<file path="src/pkg/fts_pkg.sv">
/*
  Constants, state codes and register map of the fuser temperature
  supervisor. Assumes a single 250 MHz system clock and a synchronous
  reset. Temperature samples and thresholds share one code scale.
*/
`default_nettype none

package fts_pkg;

  localparam int unsigned TEMP_W = 10;
  localparam int unsigned ADDR_W = 8;
  localparam int unsigned DATA_W = 32;
  localparam int unsigned CNT_W  = 40;

  // Thresholds in sample code units, one code per degree
  localparam logic [TEMP_W-1:0] SETPOINT_RST = 10'h092;
  localparam logic [TEMP_W-1:0] OVERHEAT_RST = 10'h0B9;
  localparam logic [TEMP_W-1:0] WARMUP_RST   = 10'h08C;

  // Timing: time in its own unit, then cycles at the clock rate
  localparam longint unsigned CLK_KHZ             = 64'h3D090;
  localparam longint unsigned WARMUP_TIMEOUT_MS   = 64'hEA60;
  localparam longint unsigned HEATER_ON_TIMEOUT_MS = 64'h1D4C0;
  localparam logic [CNT_W-1:0] WARMUP_CYCLES =
    CNT_W'(WARMUP_TIMEOUT_MS * CLK_KHZ);
  localparam logic [CNT_W-1:0] HEATER_ON_CYCLES =
    CNT_W'(HEATER_ON_TIMEOUT_MS * CLK_KHZ);

  // Register byte offsets
  localparam logic [ADDR_W-1:0] OFS_CTRL     = 8'h00;
  localparam logic [ADDR_W-1:0] OFS_SETPOINT = 8'h04;
  localparam logic [ADDR_W-1:0] OFS_WARMUP   = 8'h08;
  localparam logic [ADDR_W-1:0] OFS_OVERHEAT = 8'h0C;
  localparam logic [ADDR_W-1:0] OFS_STATUS   = 8'h10;
  localparam logic [ADDR_W-1:0] OFS_TEMP     = 8'h14;

  // Field positions
  localparam int unsigned CTRL_HEAT_EN_BIT = 0;
  localparam int unsigned ST_CODE_LSB      = 0;
  localparam int unsigned ST_STATE_LSB     = 4;
  localparam int unsigned ST_HEATER_BIT    = 8;
  localparam int unsigned ST_RELAY_BIT     = 9;
  localparam int unsigned ST_HALT_BIT      = 10;
  localparam int unsigned ST_SAMPLED_BIT   = 11;
  localparam logic        CTRL_HEAT_EN_RST = 1'b0;

  typedef enum logic [2:0] {
    FTS_CODE_NONE       = 3'h0,
    FTS_CODE_THERMISTOR = 3'h1,
    FTS_CODE_WARMUP     = 3'h2,
    FTS_CODE_HEATER     = 3'h3,
    FTS_CODE_OVERHEAT   = 3'h4
  } fts_code_t;

  typedef enum logic [3:0] {
    FTS_ST_IDLE   = 4'h1,
    FTS_ST_WARMUP = 4'h2,
    FTS_ST_READY  = 4'h4,
    FTS_ST_FAULT  = 4'h8
  } fts_state_t;

endpackage

`default_nettype wire

</file>
<file path="src/hw/fts_compare.sv">
/*
  Registered threshold comparators: for each threshold, whether the
  sample is at or above it and strictly above it. One cycle latency.
*/
`timescale 1ns/1ps
`default_nettype none

module fts_compare #(
  parameter int unsigned N     = 3,
  parameter int unsigned WIDTH = 10
) (
  input  wire logic                   clk_sys,
  input  wire logic                   reset,
  input  wire logic [WIDTH-1:0]       sample,
  input  wire logic [N-1:0][WIDTH-1:0] limit,
  output logic [N-1:0]                at_or_above,
  output logic [N-1:0]                above
);

  typedef struct packed {
    logic [N-1:0] ge;
    logic [N-1:0] gt;
  } fts_cmp_t;

  fts_cmp_t     cmp_reg;
  fts_cmp_t     cmp_next;
  logic [N-1:0] ge_w;
  logic [N-1:0] gt_w;

  for (genvar i = 0; i < N; i++) begin : g_cmp
    assign ge_w[i] = (sample >= limit[i]);
    assign gt_w[i] = (sample > limit[i]);
  end

  always_comb begin
    cmp_next    = cmp_reg;
    cmp_next.ge = ge_w;
    cmp_next.gt = gt_w;
  end

  always_ff @(posedge clk_sys) begin
    if (reset) begin
      cmp_reg <= '0;
    end else begin
      cmp_reg <= cmp_next;
    end
  end

  assign at_or_above = cmp_reg.ge;
  assign above       = cmp_reg.gt;

endmodule // fts_compare

`default_nettype wire

</file>
<file path="src/hw/fts_supervisor.sv">
/*
  Fuser temperature supervisor: register port, warm-up and regulation
  sequence, fault detection with latched display code.
  Assumes a synchronous temperature sample with a valid strobe, and an
  external relay that opens while overheat_relay_cut is high.
*/
`timescale 1ns/1ps
`default_nettype none

module fts_supervisor
  import fts_pkg::*;
#(
  parameter logic [fts_pkg::CNT_W-1:0]  WARMUP_LIMIT = fts_pkg::WARMUP_CYCLES,
  parameter logic [fts_pkg::CNT_W-1:0]  HEATER_LIMIT =
    fts_pkg::HEATER_ON_CYCLES,
  parameter logic [fts_pkg::TEMP_W-1:0] SETPOINT_DEF = fts_pkg::SETPOINT_RST,
  parameter logic [fts_pkg::TEMP_W-1:0] WARMUP_DEF   = fts_pkg::WARMUP_RST,
  parameter logic [fts_pkg::TEMP_W-1:0] OVERHEAT_DEF = fts_pkg::OVERHEAT_RST
) (
  input  wire logic                        clk_sys,
  input  wire logic                        reset,
  input  wire logic [fts_pkg::ADDR_W-1:0]  reg_addr,
  input  wire logic [fts_pkg::DATA_W-1:0]  reg_wdata,
  input  wire logic                        reg_write,
  input  wire logic                        reg_read,
  output logic [fts_pkg::DATA_W-1:0]       reg_rdata,
  input  wire logic [fts_pkg::TEMP_W-1:0]  temp_sample,
  input  wire logic                        temp_valid,
  input  wire logic                        thermistor_shutdown_flag,
  output logic                             heater_drive_low,
  output logic                             overheat_relay_cut,
  output logic [2:0]                       fault_code,
  output logic                             printer_halt
);

  import fts_pkg::*;

  localparam int unsigned IDX_SET  = 0;
  localparam int unsigned IDX_WARM = 1;
  localparam int unsigned IDX_HOT  = 2;

  typedef struct packed {
    fts_state_t              state;
    fts_code_t               code;
    logic                    heater_on;
    logic                    relay_cut;
    logic                    halt;
    logic                    sampled;
    logic [TEMP_W-1:0]       temp;
    logic                    heat_en;
    logic [TEMP_W-1:0]       setpoint;
    logic [TEMP_W-1:0]       warmup;
    logic [TEMP_W-1:0]       overheat;
    logic [DATA_W-1:0]       rdata;
  } fts_sup_t;

  fts_sup_t            sup_reg;
  fts_sup_t            sup_next;
  logic [2:0]          cmp_ge;
  logic [2:0]          cmp_gt;
  logic [2:0][TEMP_W-1:0] limits;
  logic                warmup_expired;
  logic                heater_expired;
  logic [DATA_W-1:0]   status_word;
  logic                wr_heat;

  assign limits[IDX_SET]  = sup_reg.setpoint;
  assign limits[IDX_WARM] = sup_reg.warmup;
  assign limits[IDX_HOT]  = sup_reg.overheat;

  // Thresholds are compared against the held sample, never the raw input
  fts_compare #(
    .N     (3),
    .WIDTH (TEMP_W)
  ) u_compare (
    .clk_sys     (clk_sys),
    .reset       (reset),
    .sample      (sup_reg.temp),
    .limit       (limits),
    .at_or_above (cmp_ge),
    .above       (cmp_gt)
  );

  fts_timer #(
    .CNT_W (CNT_W),
    .LIMIT (WARMUP_LIMIT)
  ) u_warmup_timer (
    .clk_sys (clk_sys),
    .reset   (reset),
    .run     (sup_reg.state == FTS_ST_WARMUP),
    .expired (warmup_expired)
  );

  // Counts only continuous drive; any off cycle restarts it
  fts_timer #(
    .CNT_W (CNT_W),
    .LIMIT (HEATER_LIMIT)
  ) u_heater_timer (
    .clk_sys (clk_sys),
    .reset   (reset),
    .run     (sup_reg.heater_on),
    .expired (heater_expired)
  );

  always_comb begin
    status_word = '0;
    status_word[ST_CODE_LSB +: 3]  = sup_reg.code;
    status_word[ST_STATE_LSB +: 4] = sup_reg.state;
    status_word[ST_HEATER_BIT]     = sup_reg.heater_on;
    status_word[ST_RELAY_BIT]      = sup_reg.relay_cut;
    status_word[ST_HALT_BIT]       = sup_reg.halt;
    status_word[ST_SAMPLED_BIT]    = sup_reg.sampled;
  end

  assign wr_heat = reg_wdata[CTRL_HEAT_EN_BIT];

  always_comb begin
    sup_next       = sup_reg;
    sup_next.rdata = '0;

    // Register writes
    if (reg_write) begin
      unique case (reg_addr)
        OFS_CTRL: begin
          sup_next.heat_en = wr_heat;
        end
        OFS_SETPOINT: begin
          sup_next.setpoint = reg_wdata[TEMP_W-1:0];
        end
        OFS_WARMUP: begin
          sup_next.warmup = reg_wdata[TEMP_W-1:0];
        end
        OFS_OVERHEAT: begin
          sup_next.overheat = reg_wdata[TEMP_W-1:0];
        end
        default: begin
          sup_next.heat_en = sup_reg.heat_en;
        end
      endcase
    end

    // Register reads answer in the next cycle only
    if (reg_read) begin
      unique case (reg_addr)
        OFS_CTRL: begin
          sup_next.rdata = DATA_W'(sup_reg.heat_en);
        end
        OFS_SETPOINT: begin
          sup_next.rdata = DATA_W'(sup_reg.setpoint);
        end
        OFS_WARMUP: begin
          sup_next.rdata = DATA_W'(sup_reg.warmup);
        end
        OFS_OVERHEAT: begin
          sup_next.rdata = DATA_W'(sup_reg.overheat);
        end
        OFS_STATUS: begin
          sup_next.rdata = status_word;
        end
        OFS_TEMP: begin
          sup_next.rdata = DATA_W'(sup_reg.temp);
        end
        default: begin
          sup_next.rdata = '0;
        end
      endcase
    end

    // Take each digitised thermistor sample
    if (temp_valid) begin
      sup_next.temp    = temp_sample;
      sup_next.sampled = 1'b1;
    end

    // Sequencing and regulation
    unique case (sup_reg.state)
      FTS_ST_IDLE: begin
        sup_next.heater_on = 1'b0;
        if (sup_reg.heat_en && sup_reg.sampled) begin
          sup_next.state = FTS_ST_WARMUP;
        end
      end
      FTS_ST_WARMUP, FTS_ST_READY: begin
        // Hysteresis band is the single code equal to the setpoint
        if (!cmp_ge[IDX_SET]) begin
          sup_next.heater_on = 1'b1;
        end else if (cmp_gt[IDX_SET]) begin
          sup_next.heater_on = 1'b0;
        end
        if (sup_reg.state == FTS_ST_WARMUP && cmp_ge[IDX_WARM]) begin
          sup_next.state = FTS_ST_READY;
        end
        if (!sup_reg.heat_en) begin
          sup_next.state     = FTS_ST_IDLE;
          sup_next.heater_on = 1'b0;
        end
      end
      FTS_ST_FAULT: begin
        sup_next.heater_on = 1'b0;
      end
      default: begin
        sup_next.state     = FTS_ST_FAULT;
        sup_next.heater_on = 1'b0;
      end
    endcase

    // Overheat opens the relay at once, in any state
    if (sup_reg.sampled && cmp_ge[IDX_HOT]) begin
      sup_next.relay_cut = 1'b1;
    end

    // Fault detection, highest priority last so it wins
    if (sup_reg.state != FTS_ST_FAULT) begin
      if (warmup_expired) begin
        sup_next.code = FTS_CODE_WARMUP;
      end
      if (heater_expired) begin
        sup_next.code = FTS_CODE_HEATER;
      end
      if (sup_reg.relay_cut) begin
        sup_next.code = FTS_CODE_OVERHEAT;
      end
      if (thermistor_shutdown_flag) begin
        sup_next.code = FTS_CODE_THERMISTOR;
      end
      if (warmup_expired || heater_expired || sup_reg.relay_cut ||
          thermistor_shutdown_flag) begin
        sup_next.state     = FTS_ST_FAULT;
        sup_next.heater_on = 1'b0;
        sup_next.halt      = 1'b1;
      end
    end
  end

  // Faults are cleared only by reset, so a tripped fuser never reheats
  always_ff @(posedge clk_sys) begin
    if (reset) begin
      sup_reg          <= '0;
      sup_reg.state    <= FTS_ST_IDLE;
      sup_reg.code     <= FTS_CODE_NONE;
      sup_reg.heat_en  <= CTRL_HEAT_EN_RST;
      sup_reg.setpoint <= SETPOINT_DEF;
      sup_reg.warmup   <= WARMUP_DEF;
      sup_reg.overheat <= OVERHEAT_DEF;
    end else begin
      sup_reg <= sup_next;
    end
  end

  assign heater_drive_low   = ~sup_reg.heater_on;
  assign overheat_relay_cut = sup_reg.relay_cut;
  assign fault_code         = sup_reg.code;
  assign printer_halt       = sup_reg.halt;
  assign reg_rdata          = sup_reg.rdata;

endmodule // fts_supervisor

`default_nettype wire

</file>
<file path="src/hw/fts_timer.sv">
/*
  Watchdog counter: counts while run is high and flags expiry after
  LIMIT cycles. Assumes run drops to restart it.
*/
`timescale 1ns/1ps
`default_nettype none

module fts_timer #(
  parameter int unsigned             CNT_W = 40,
  parameter logic [CNT_W-1:0]        LIMIT = 40'h0000000010
) (
  input  wire logic clk_sys,
  input  wire logic reset,
  input  wire logic run,
  output logic      expired
);

  typedef struct packed {
    logic [CNT_W-1:0] cnt;
    logic             expired;
  } fts_tmr_t;

  fts_tmr_t tmr_reg;
  fts_tmr_t tmr_next;

  always_comb begin
    tmr_next = tmr_reg;
    if (!run) begin
      tmr_next.cnt     = '0;
      tmr_next.expired = 1'b0;
    end else if (tmr_reg.cnt >= LIMIT - 1'b1) begin
      tmr_next.expired = 1'b1;
    end else begin
      tmr_next.cnt = tmr_reg.cnt + 1'b1;
    end
  end

  always_ff @(posedge clk_sys) begin
    if (reset) begin
      tmr_reg <= '0;
    end else begin
      tmr_reg <= tmr_next;
    end
  end

  assign expired = tmr_reg.expired;

endmodule // fts_timer

`default_nettype wire

</file>
<file path="config.mk">
export PLATFORM = sky130hd
export DESIGN_NAME = fts_supervisor
export DESIGN_NICKNAME = d
export VERILOG_FILES = /design/src/pkg/fts_pkg.sv /design/src/hw/fts_compare.sv /design/src/hw/fts_supervisor.sv /design/src/hw/fts_timer.sv
export SDC_FILE = /design/constraint.sdc
export NUM_CORES = 1
export LEC_CHECK = 0
export BUFFER_PORTS_ARGS = -buffer_cell sky130_fd_sc_hd__buf_2
export CAP_MARGIN = 20
export CORE_MARGIN = 4
export CORE_UTILIZATION = 45
export CTS_BUF_LIST = sky130_fd_sc_hd__clkbuf_8
export DETAILED_ROUTE_END_ITERATION = 16
export PLACE_DENSITY = 0.76
export SLEW_MARGIN = 25
export SYNTH_ARGS = -nofsm -noshare
export SYNTH_HDL_FRONTEND = slang
export SYNTH_SLANG_ARGS = --single-unit
</file>
<file path="constraint.sdc">
create_clock -name clk_sys -period 4.5 [get_ports clk_sys]
set_input_delay 0.45 -clock clk_sys [delete_from_list [all_inputs] [get_ports clk_sys]]
set_output_delay 0.45 -clock clk_sys [all_outputs]
set_load 0.1 [all_outputs]
</file>
# After elaboration in Yosys (flattened, before gate mapping)
# Index checks and enable logic that the tools add are counted.
# classes
div_mod_pow,0
n_mux,16
n_bitwise,3
shift,0
eq_ne,10
reduce_logical,18
order_cmp,6
n_mul,0
add_sub_neg,2
# ops
operator,count
"adder 40 x 1 -> 40 bit, second input constant",2
case mux 12 bit (6 select lines),1
"greater-or-equal comparator 40 x 34 -> 1 bit, second input constant",1
"greater-or-equal comparator 40 x 35 -> 1 bit, second input constant",1
greater-or-equal comparator 10 bit,3
"== test 8 x 4 -> 1 bit, second input constant",2
"== test 8 x 5 -> 1 bit, second input constant",2
2-to-1 mux 4 bit,4
2-to-1 mux 3 bit,4
case mux 4 bit (3 select lines),1
AND reduction 2 bit,6
greater-than comparator 10 bit,1
"== test 8 x 3 -> 1 bit, second input constant",1
logical NOT 8 bit,1
2-to-1 mux 8 bit,1
OR reduction 2 bit,4
2-to-1 mux 1 bit,5
"== test 4 x 1 -> 1 bit, second input constant",1
"== test 4 x 2 -> 1 bit, second input constant",1
"== test 4 x 3 -> 1 bit, second input constant",1
"== test 4 bit, second input constant",1
"!= test 4 bit, second input constant",1
nonzero test 4 bit,1
logical AND 1 bit,3
other kinds (2),6
# totals
out_inout_bits,38
romBits,0
reg_bits,170
mem_bits_rw,0
latch_bits,0
mem_count,0

# Depth between registers and ports, before layout
# Gate-level depths: netlist of run 1.
# logic_depth
word_depth,7
mapped_depth,9
ltp_nobuf,8

# Modules after synthesis
# A second synthesis of run 1 with hierarchy kept.
# hier_totals
cells_unflattened,931
hier_area_um2,8041.5
# modules_own_cells
mod,area_per_inst_um2,cells_each,n_inst
fts_supervisor,3065.4,327,1
fts_timer at u_heater_timer,2037.0,252,1
fts_timer at u_warmup_timer,1974.4,234,1
fts_compare,964.7,118,1

# Worst setup path after synthesis of run 1
# OpenSTA, ideal clock, no wires.
# synth_timing
kind,input port to flip-flop
start,input port reg_addr[1] in the netlist's numbering
end,"register sup_reg, in the netlist limits[1]"
setup_ns,0.137
t_required_ns,4.363
path_buffers,1
arrival_time_ns,2.146
path_slack_ns,2.217
stages,7
path_cell_list,or4_1 > nor3_1 > and3b_1 > clkbuf_1 > nand2_1 > nand2_1 > nand3_1
# synth_via
elab_chain_len,2
# synth_rtl
element,line,source
from (decl),fts_supervisor.sv:22,"input wire logic [fts_pkg::ADDR_W-1:0] reg_addr,"
== test 8 x 3 -> 1 bit,fts_supervisor.sv:123,unique case (reg_addr)
AND reduction 2 bit (no source line),-,
to (signal assigned),fts_supervisor.sv:246,sup_reg <= sup_next;
to (decl),fts_supervisor.sv:57,fts_sup_t sup_reg;
# Every way passes these cells.
# A chain may end at the register's enable or synchronous reset.

# Final worst setup path of run 1
# layout_timing
start,register u_warmup_timer.tmr_reg[37] in the netlist's numbering
end,register u_warmup_timer.tmr_reg[22] in the netlist's numbering
# layout_via
elab_chain_len,1
# layout_rtl
element,line,source
from (decl),fts_timer.sv:23,fts_tmr_t tmr_reg;
from (signal assigned),fts_timer.sv:42,tmr_reg <= tmr_next;
greater-or-equal comparator 40 x 34 -> 1 bit,fts_timer.sv:31,end else if (tmr_reg.cnt >= LIMIT - 1'b1) begin
# Every way passes these cells.

==> results of run 1 <==
layer usage:
| metal | up-vias | share of wire [%] | track usage (%) |
|---|---|---|---|
| li1 | 3280 | - | - |
| met1 | 3112 | 44 | 22.53 |
| met2 | 161 | 49 | 31.22 |
| met3 | 31 | 5.5 | 4.489 |
| met4 | 0 | 1.8 | 5.512 |
| met5 | - | 0 | 0 |
cells by family after synthesis:
logic type	after synthesis	share of synthesized area (%)
adder cells (fa/ha/maj)	32	5.257
XOR/XNOR	23	2.645
AND/OR/NAND/NOR	390	27.71
flip-flops	150	39.43
other	1	0.04924
multiplexers	15	1.988
AO/OA/AOI/OAI	175	14.90
buffers and inverters	123	8.017
area by class of cell:
type	count	share of cell area (%)
Timing Repair Buffer	58	3.740
Clock buffer	17	2.843
Multi-Input combinational cell	655	49.57
Sequential cell	150	36.49
Inverter	40	1.825
Tap cell	220	3.345
Clock inverter	15	2.189
worst reg2reg max path, cell delays in order, from the launching register on:
cell	delay [ns]
dfxtp_1	0.32
or4_1	0.51
nor3_1	0.18
o221a_2	0.47
nand3_1	0.36
or4_1	0.57
a21oi_1	0.15
synthesized netlist by cell type, drive strengths merged (2+ instances only):
| library cell | instances |
|---|---|
| o21ai | 28 |
| mux2i | 14 |
| and3 | 20 |
| o22ai | 2 |
| xor2 | 13 |
| clkbuf | 38 |
| nor3b | 4 |
| and4b | 2 |
| nand3 | 68 |
| nor4 | 8 |
| o2111ai | 2 |
| nand4 | 28 |
| a22oi | 10 |
| o21a | 4 |
| nor3 | 12 |
| nor2b | 2 |
| nand2b | 4 |
| a21oi | 71 |
| and4 | 9 |
| or2 | 3 |
| nor2 | 60 |
| nand2 | 88 |
| buf | 45 |
| or4 | 29 |
| or3 | 34 |
| a21o | 9 |
| ha | 32 |
| and3b | 2 |
| and2 | 13 |
| xnor2 | 10 |
| o31ai | 8 |
| a222oi | 9 |
| inv | 40 |
| o211ai | 12 |
| dfxtp | 150 |
| a2111oi | 2 |
cell usage in the layout (no fill, tap or decap), types with 26 or more instances in the layout:
master and n:
ha_1 32, a21oi_1 71, buf_2 51, nand2_1 87, or3_1 32, nand3_1 68, or4_1 28, dfxtp_1 150
nand4_1 26, nor2_1 58, inv_1 41
power by group through the flow:
stage	Combinational, µW	Clock, µW	Sequential, µW
final	193	1090	1360
after CTS	193	1120	1360
after global routing	207	1180	1360
after floorplan	163	0	1390
after detailed placement	193	0	1390
after global placement	189	0	1390
how the worst min path moves through the flow:
stage | to | slack (ns) | cells past startpoint
floorplan | u_warmup_timer.tmr_reg[40] | 0.42 | 1
global placement | u_warmup_timer.tmr_reg[37] | 0.44 | 1
detailed placement | u_warmup_timer.tmr_reg[38] | 0.45 | 1
CTS | sup_reg[65] | 0.20 | 3
global route | sup_reg[66] | 0.20 | 3
finish | sup_reg[65] | 0.22 | 3
metrics by stage:
stage | setup slack [ns] | instances
6_report | 1.859 | 1155
5_1_grt | 1.666 | 1155
4_1_cts | 1.846 | 1155
3_5_place_dp | 1.845 | 1123
3_3_place_gp | 1.897 | 1123
2_1_floorplan | 2.217 | 928
==> run metrics, run 1 <==
status=completed; Top Family by Delay on Critical Path=simple AND/OR/NAND/NOR gates; Tightest Hold Check Type=in -> reg; Max Cap Viol=0; RSZ-0062 raised after global routing=false; hold path start=temp_sample[2]; synth warn=0; max incr delay on CP=0.56 ns; area grow syn2layout=8.050%; Slew headroom=40.23%; P_sw=706.3 µW; # rows=47; crit-path max FO=18; setup violators final=0; Avg Vias per Cell=5.700; first-pass GRT wire length=29,350 µm; Primary FF master, synth=dfxtp_1; critical path data required time=4.88 ns; Finished Core Util=49.62%; final hold slack=0.2167 ns; worst reg2reg path endpoint=u_warmup_timer.tmr_reg[22]; Clk Latency, worst-skew pair=0.46 ns; Filler Cell Count=1,592; htree depth=4; #FFs+latches synth=150; Reg2Reg Setup Slack=1.86 ns; Inserted Clock Buffers=17; critical path depth=6; fin area=8229 µm²; cell area after synthesis=7616 µm²; Most common cell on crit path=or4_1; Gate power share=7.3%; # port buffers=51; pwr/cell area=320.9 nW/µm²; post-layout net count=1,010; WL/cell=14.96 µm; GRT overflow=0; Synth area leaders=dfxtp_1 39%, ha_1 5.3%, a21oi_1 4.7%, nand3_1 4.5%, nand2_1 4.3%; Worst-path clk slew=0.09 ns; Slew @ Worst Pin=0.8966 ns; routability cong.=0.8457; # DRC=0; Max Transition Viols Final=0; Seq/Total Area, Yosys=39.43%; Die ar.=19,070 µm²; worst path arrival time=3.02 ns; I/O Pins=94; Initial Util=45.93%; core box area=16,580 µm²; Synth area leader=dfxtp_1; Final min period=2.641 ns; Post-Syn Instances=909; Hold Vio Cnt, Final=0; Sw Share=26.75%; Buffers & Inverters on Critical Path=0; Reg area=3003 µm²; maximum VDD drop=307.8 µV; Crit-path slowest cell=or4_1; area of the multi-input gates=4079 µm²; synthesized area per cell=8.378 µm²; vias in the first global route=6,150; Max clock buf depth=2; Root Buffer=clkbuf_8; fmax=0.3787 GHz; clock sinks=150; CTS Hold Bufs=0; Post-CTS Setup Bufs=0; first-pass iteration count of the detailed router=6; post-synth cell types=75; sequential share of power=51.4%; setup TNS=0 ns; Ant. Diodes=0; Tot GR Track Use=18.16%; clk_skew=0.01282 ns; die width=138.1 µm; largest net degree at the start of global routing=45; share of cells above drive strength 1=11.44%; ANT nets after route=0; CP Cell Sequence=or4_1, nor3_1, o221a_2, nand3_1, or4_1, a21oi_1; area share of the largest cell type after synthesis=39.43%; Int Power=1935 µW; Reg2Reg Depth=6; initial antenna violation count=0; initial DRC count=522; Routed WL=17,280 µm; Tot Pwr=2641 µW; crit path capture type=flop; crit path to=u_warmup_timer.tmr_reg[22]; Period Utilization, post-route=58.68%; Pleak=0.003190 µW; crit start category=flop; placed cell area=7815 µm²; Resized cells post-CTS=0; via count=6,584; chip height=138.1 µm; CP startpoint=u_warmup_timer.tmr_reg[37]; EDFF count, synth=0; R2R Path Start=u_warmup_timer.tmr_reg[37]; TritonCTS clock tree=done; worst setup path category=reg -> reg; post-synthesis async set-or-reset flop share=0%; DP Wirelength=12,000 µm; Clk pwr share=41.3%
Power figures use the tool's default switching activity.
==> inputs of run 2 (changes only) <==
PLACE_DENSITY = 0.79   (was 0.76)
clock period = 2.2 ns   (was 4.5 ns; I/O delays follow)
==> run metrics, run 2 (same netlist as run 1, synthesis figures left out) <==
Final WS setup=-0.09153 ns (-1.951 ns); most frequent cells in the layout=139 x dfxtp_1, 87 x nand2_1, 77 x buf_4; first-pass GRT wire length=31,570 µm (+7.5%); initial antenna violation count=0 (unchanged); hold path start=temp_sample[9]; Sw Share=26.19% (-0.56 points); Tightest Hold Check Type=in -> reg; Reg2Reg Setup Slack=-0.09 ns (-1.95 ns); Clk Latency, worst-skew pair=0.47 ns (about the same); pwr/cell area=601.5 nW/µm² (+87%); Inserted Clock Buffers=17 (unchanged); Root Buffer=clkbuf_8; # DRC=0 (unchanged); crit path capture type=flop; Hold Vio Cnt, Final=0 (unchanged); area of the multi-input gates=4243 µm² (+4.0%); # port buffers=51 (unchanged); violated checks=negative setup slack; Reg2Reg Depth=6 (unchanged); Worst-path clk slew=0.08 ns (about the same); commonest non-fill, non-tap cell in the layout=dfxtp_1; ANT nets after route=0 (unchanged); status=finished, violations left; Max Transition Viols Final=0 (unchanged); hold path endpoint=sup_reg[72]; fin cells=1,246 (+7.9%); Clk pwr share=42.4% (+1.1 points); critical path data required time=2.59 ns (-2.29 ns); Max Cap Viol=0 (unchanged); core box area=16,580 µm² (unchanged); clock sinks=150 (unchanged); Period Utilization, post-route=104.2% (+45 points); Crit-path slowest cell=or4_4; Buffers & Inverters on Critical Path=1 (+1); Finished Core Util=55.55% (+5.9 points); Initial Util=45.93% (unchanged); Top Family by Delay on Critical Path=compound AO/OA/AOI/OAI gates; via count=7,059 (+7.2%); vias in the first global route=6,635 (+7.9%); sequential share of power=50.0% (-1.4 points); RSZ-0062 raised after global routing=true; WL/cell=15.49 µm (+3.5%); Max clock buf depth=2 (unchanged); Avg Vias per Cell=5.665 (-0.62%); Die ar.=19,070 µm² (unchanged); Pleak=0.003701 µW (+16%); share of cells above drive strength 1=21.93% (+10 points); area grow syn2layout=20.96%; die width=138.1 µm (unchanged); P_sw=1451 µW (+110%); Slew @ Worst Pin=0.6368 ns (-0.2598 ns); Int Power=4090 µW (+110%); Tot GR Track Use=19.47% (+1.3 points); CP Cell Sequence=or3_4, a221o_1, o2111a_2, buf_12, or4_4, a21oi_2; final hold slack=0.03049 ns (-0.1862 ns); setup violators final=15 (+15); post-layout net count=1,101 (+9.0%); # rows=47 (unchanged); routability cong.=0.8493 (+0.43%); worst path arrival time=2.68 ns (-0.34 ns); dpl cells=1,188 (+5.8%); htree depth=4 (unchanged); crit-path max FO=16 (-2); initial DRC count=589 (+13%); WHS Path Cells=3 (unchanged); largest net degree at the start of global routing=35 (-22%); I/O Pins=94 (unchanged); Slew headroom=57.55% (+17 points); Ant. Diodes=0 (unchanged); maximum VDD drop=381.9 µV (+24%); Gate power share=7.6% (+0.3 points); Final min period=2.292 ns (-0.3490 ns); fmax=0.4364 GHz (+15%); GRT overflow=0 (unchanged); TritonCTS clock tree=done; critical path depth=6 (unchanged); worst setup path category=reg -> reg; max incr delay on CP=0.48 ns (-0.08 ns); R2R Path Start=u_heater_timer.tmr_reg[21]; DP Wirelength=13,000 µm (+8.3%); crit start category=flop; chip height=138.1 µm (unchanged); Filler Cell Count=1,491 (-6.3%); Reg area=3017 µm² (+0.46%); CP startpoint=u_heater_timer.tmr_reg[21]; clk_skew=0.01315 ns (+0.0003292 ns); Routed WL=19,300 µm (+12%); worst reg2reg path endpoint=u_heater_timer.tmr_reg[4]; first-pass iteration count of the detailed router=6 (unchanged)
[run 2: cell count changes in the layout (fill, tap and decap cells not counted), moves of 3 or more]
cell / delta
buf_4: +70
dfxtp_1: -11
dfxtp_2: +11
buf_6: +9
dlygate4sd3_1: +8
or3_1: -7
or3_4: +7
or4_1: -7
or4_4: +7
nand3_1: -3
[run 2: layout make-up]
cell class / count / share of cell area (%)
clock buffer: 17 / 2.540
clock inverter: 15 / 2.187
inverter: 40 / 1.630
multi-input combinational: 655 / 46.05
sequential: 150 / 32.74
tap: 220 / 2.988
timing repair buffer: 149 / 11.86
[run 2: worst min-delay path, stage by stage]
cell	delay (ns)
buf_2	0.09
mux2i_1	0.06
nor2_1	0.08
[run 2: worst max path at each step]
stage | to
after CTS | u_heater_timer.tmr_reg[5]
after global routing | u_heater_timer.tmr_reg[4]
after detailed placement | limits[16]
final | u_heater_timer.tmr_reg[4]
after global placement | limits[12]
after floorplan | u_heater_timer.tmr_reg[21]
[run 2: stage by stage]
step	instance area [µm²]	total power, µW	setup TNS [ns]	worst slack, ns
final	9213	5541	-0.3014	-0.09153
after global routing	9213	5722	-3.227	-0.1386
after CTS	9009	5580	-0.1442	-0.05836
after detailed placement	8325	3239	-3.045	-0.1474
after global placement	8325	3230	-1.690	-0.1013
after floorplan	7690	3171	-0.009749	-0.009162
[run 2: what timing repair did]
item	in CTS	in global routing
pin swaps	12	40
cloned	3	0
buffers inserted	6	9
hold endpoints to repair	8	0
resized for setup	21	34
hold buffers	8	0
setup endpoints to repair	42	57
[run 2: power by group through the flow]
stage / Clock (µW) / Combinational (µW) / Sequential, µW
final: 2350 / 419 / 2770
after global routing: 2500 / 448 / 2770
after CTS: 2390 / 418 / 2770
after detailed placement: 0 / 405 / 2830
after global placement: 0 / 397 / 2830
after floorplan: 0 / 334 / 2840
[run 2: metal layers]
layer | vias up | share of wire [%] | track usage [%] | wire [µm]
met5 | - | 0 | 0 | 0
met4 | 0 | 1.8 | 6.448 | 348
met3 | 33 | 5.0 | 3.729 | 965
met2 | 221 | 51 | 33.97 | 9825
met1 | 3351 | 42 | 24.21 | 8161
li1 | 3454 | - | - | -
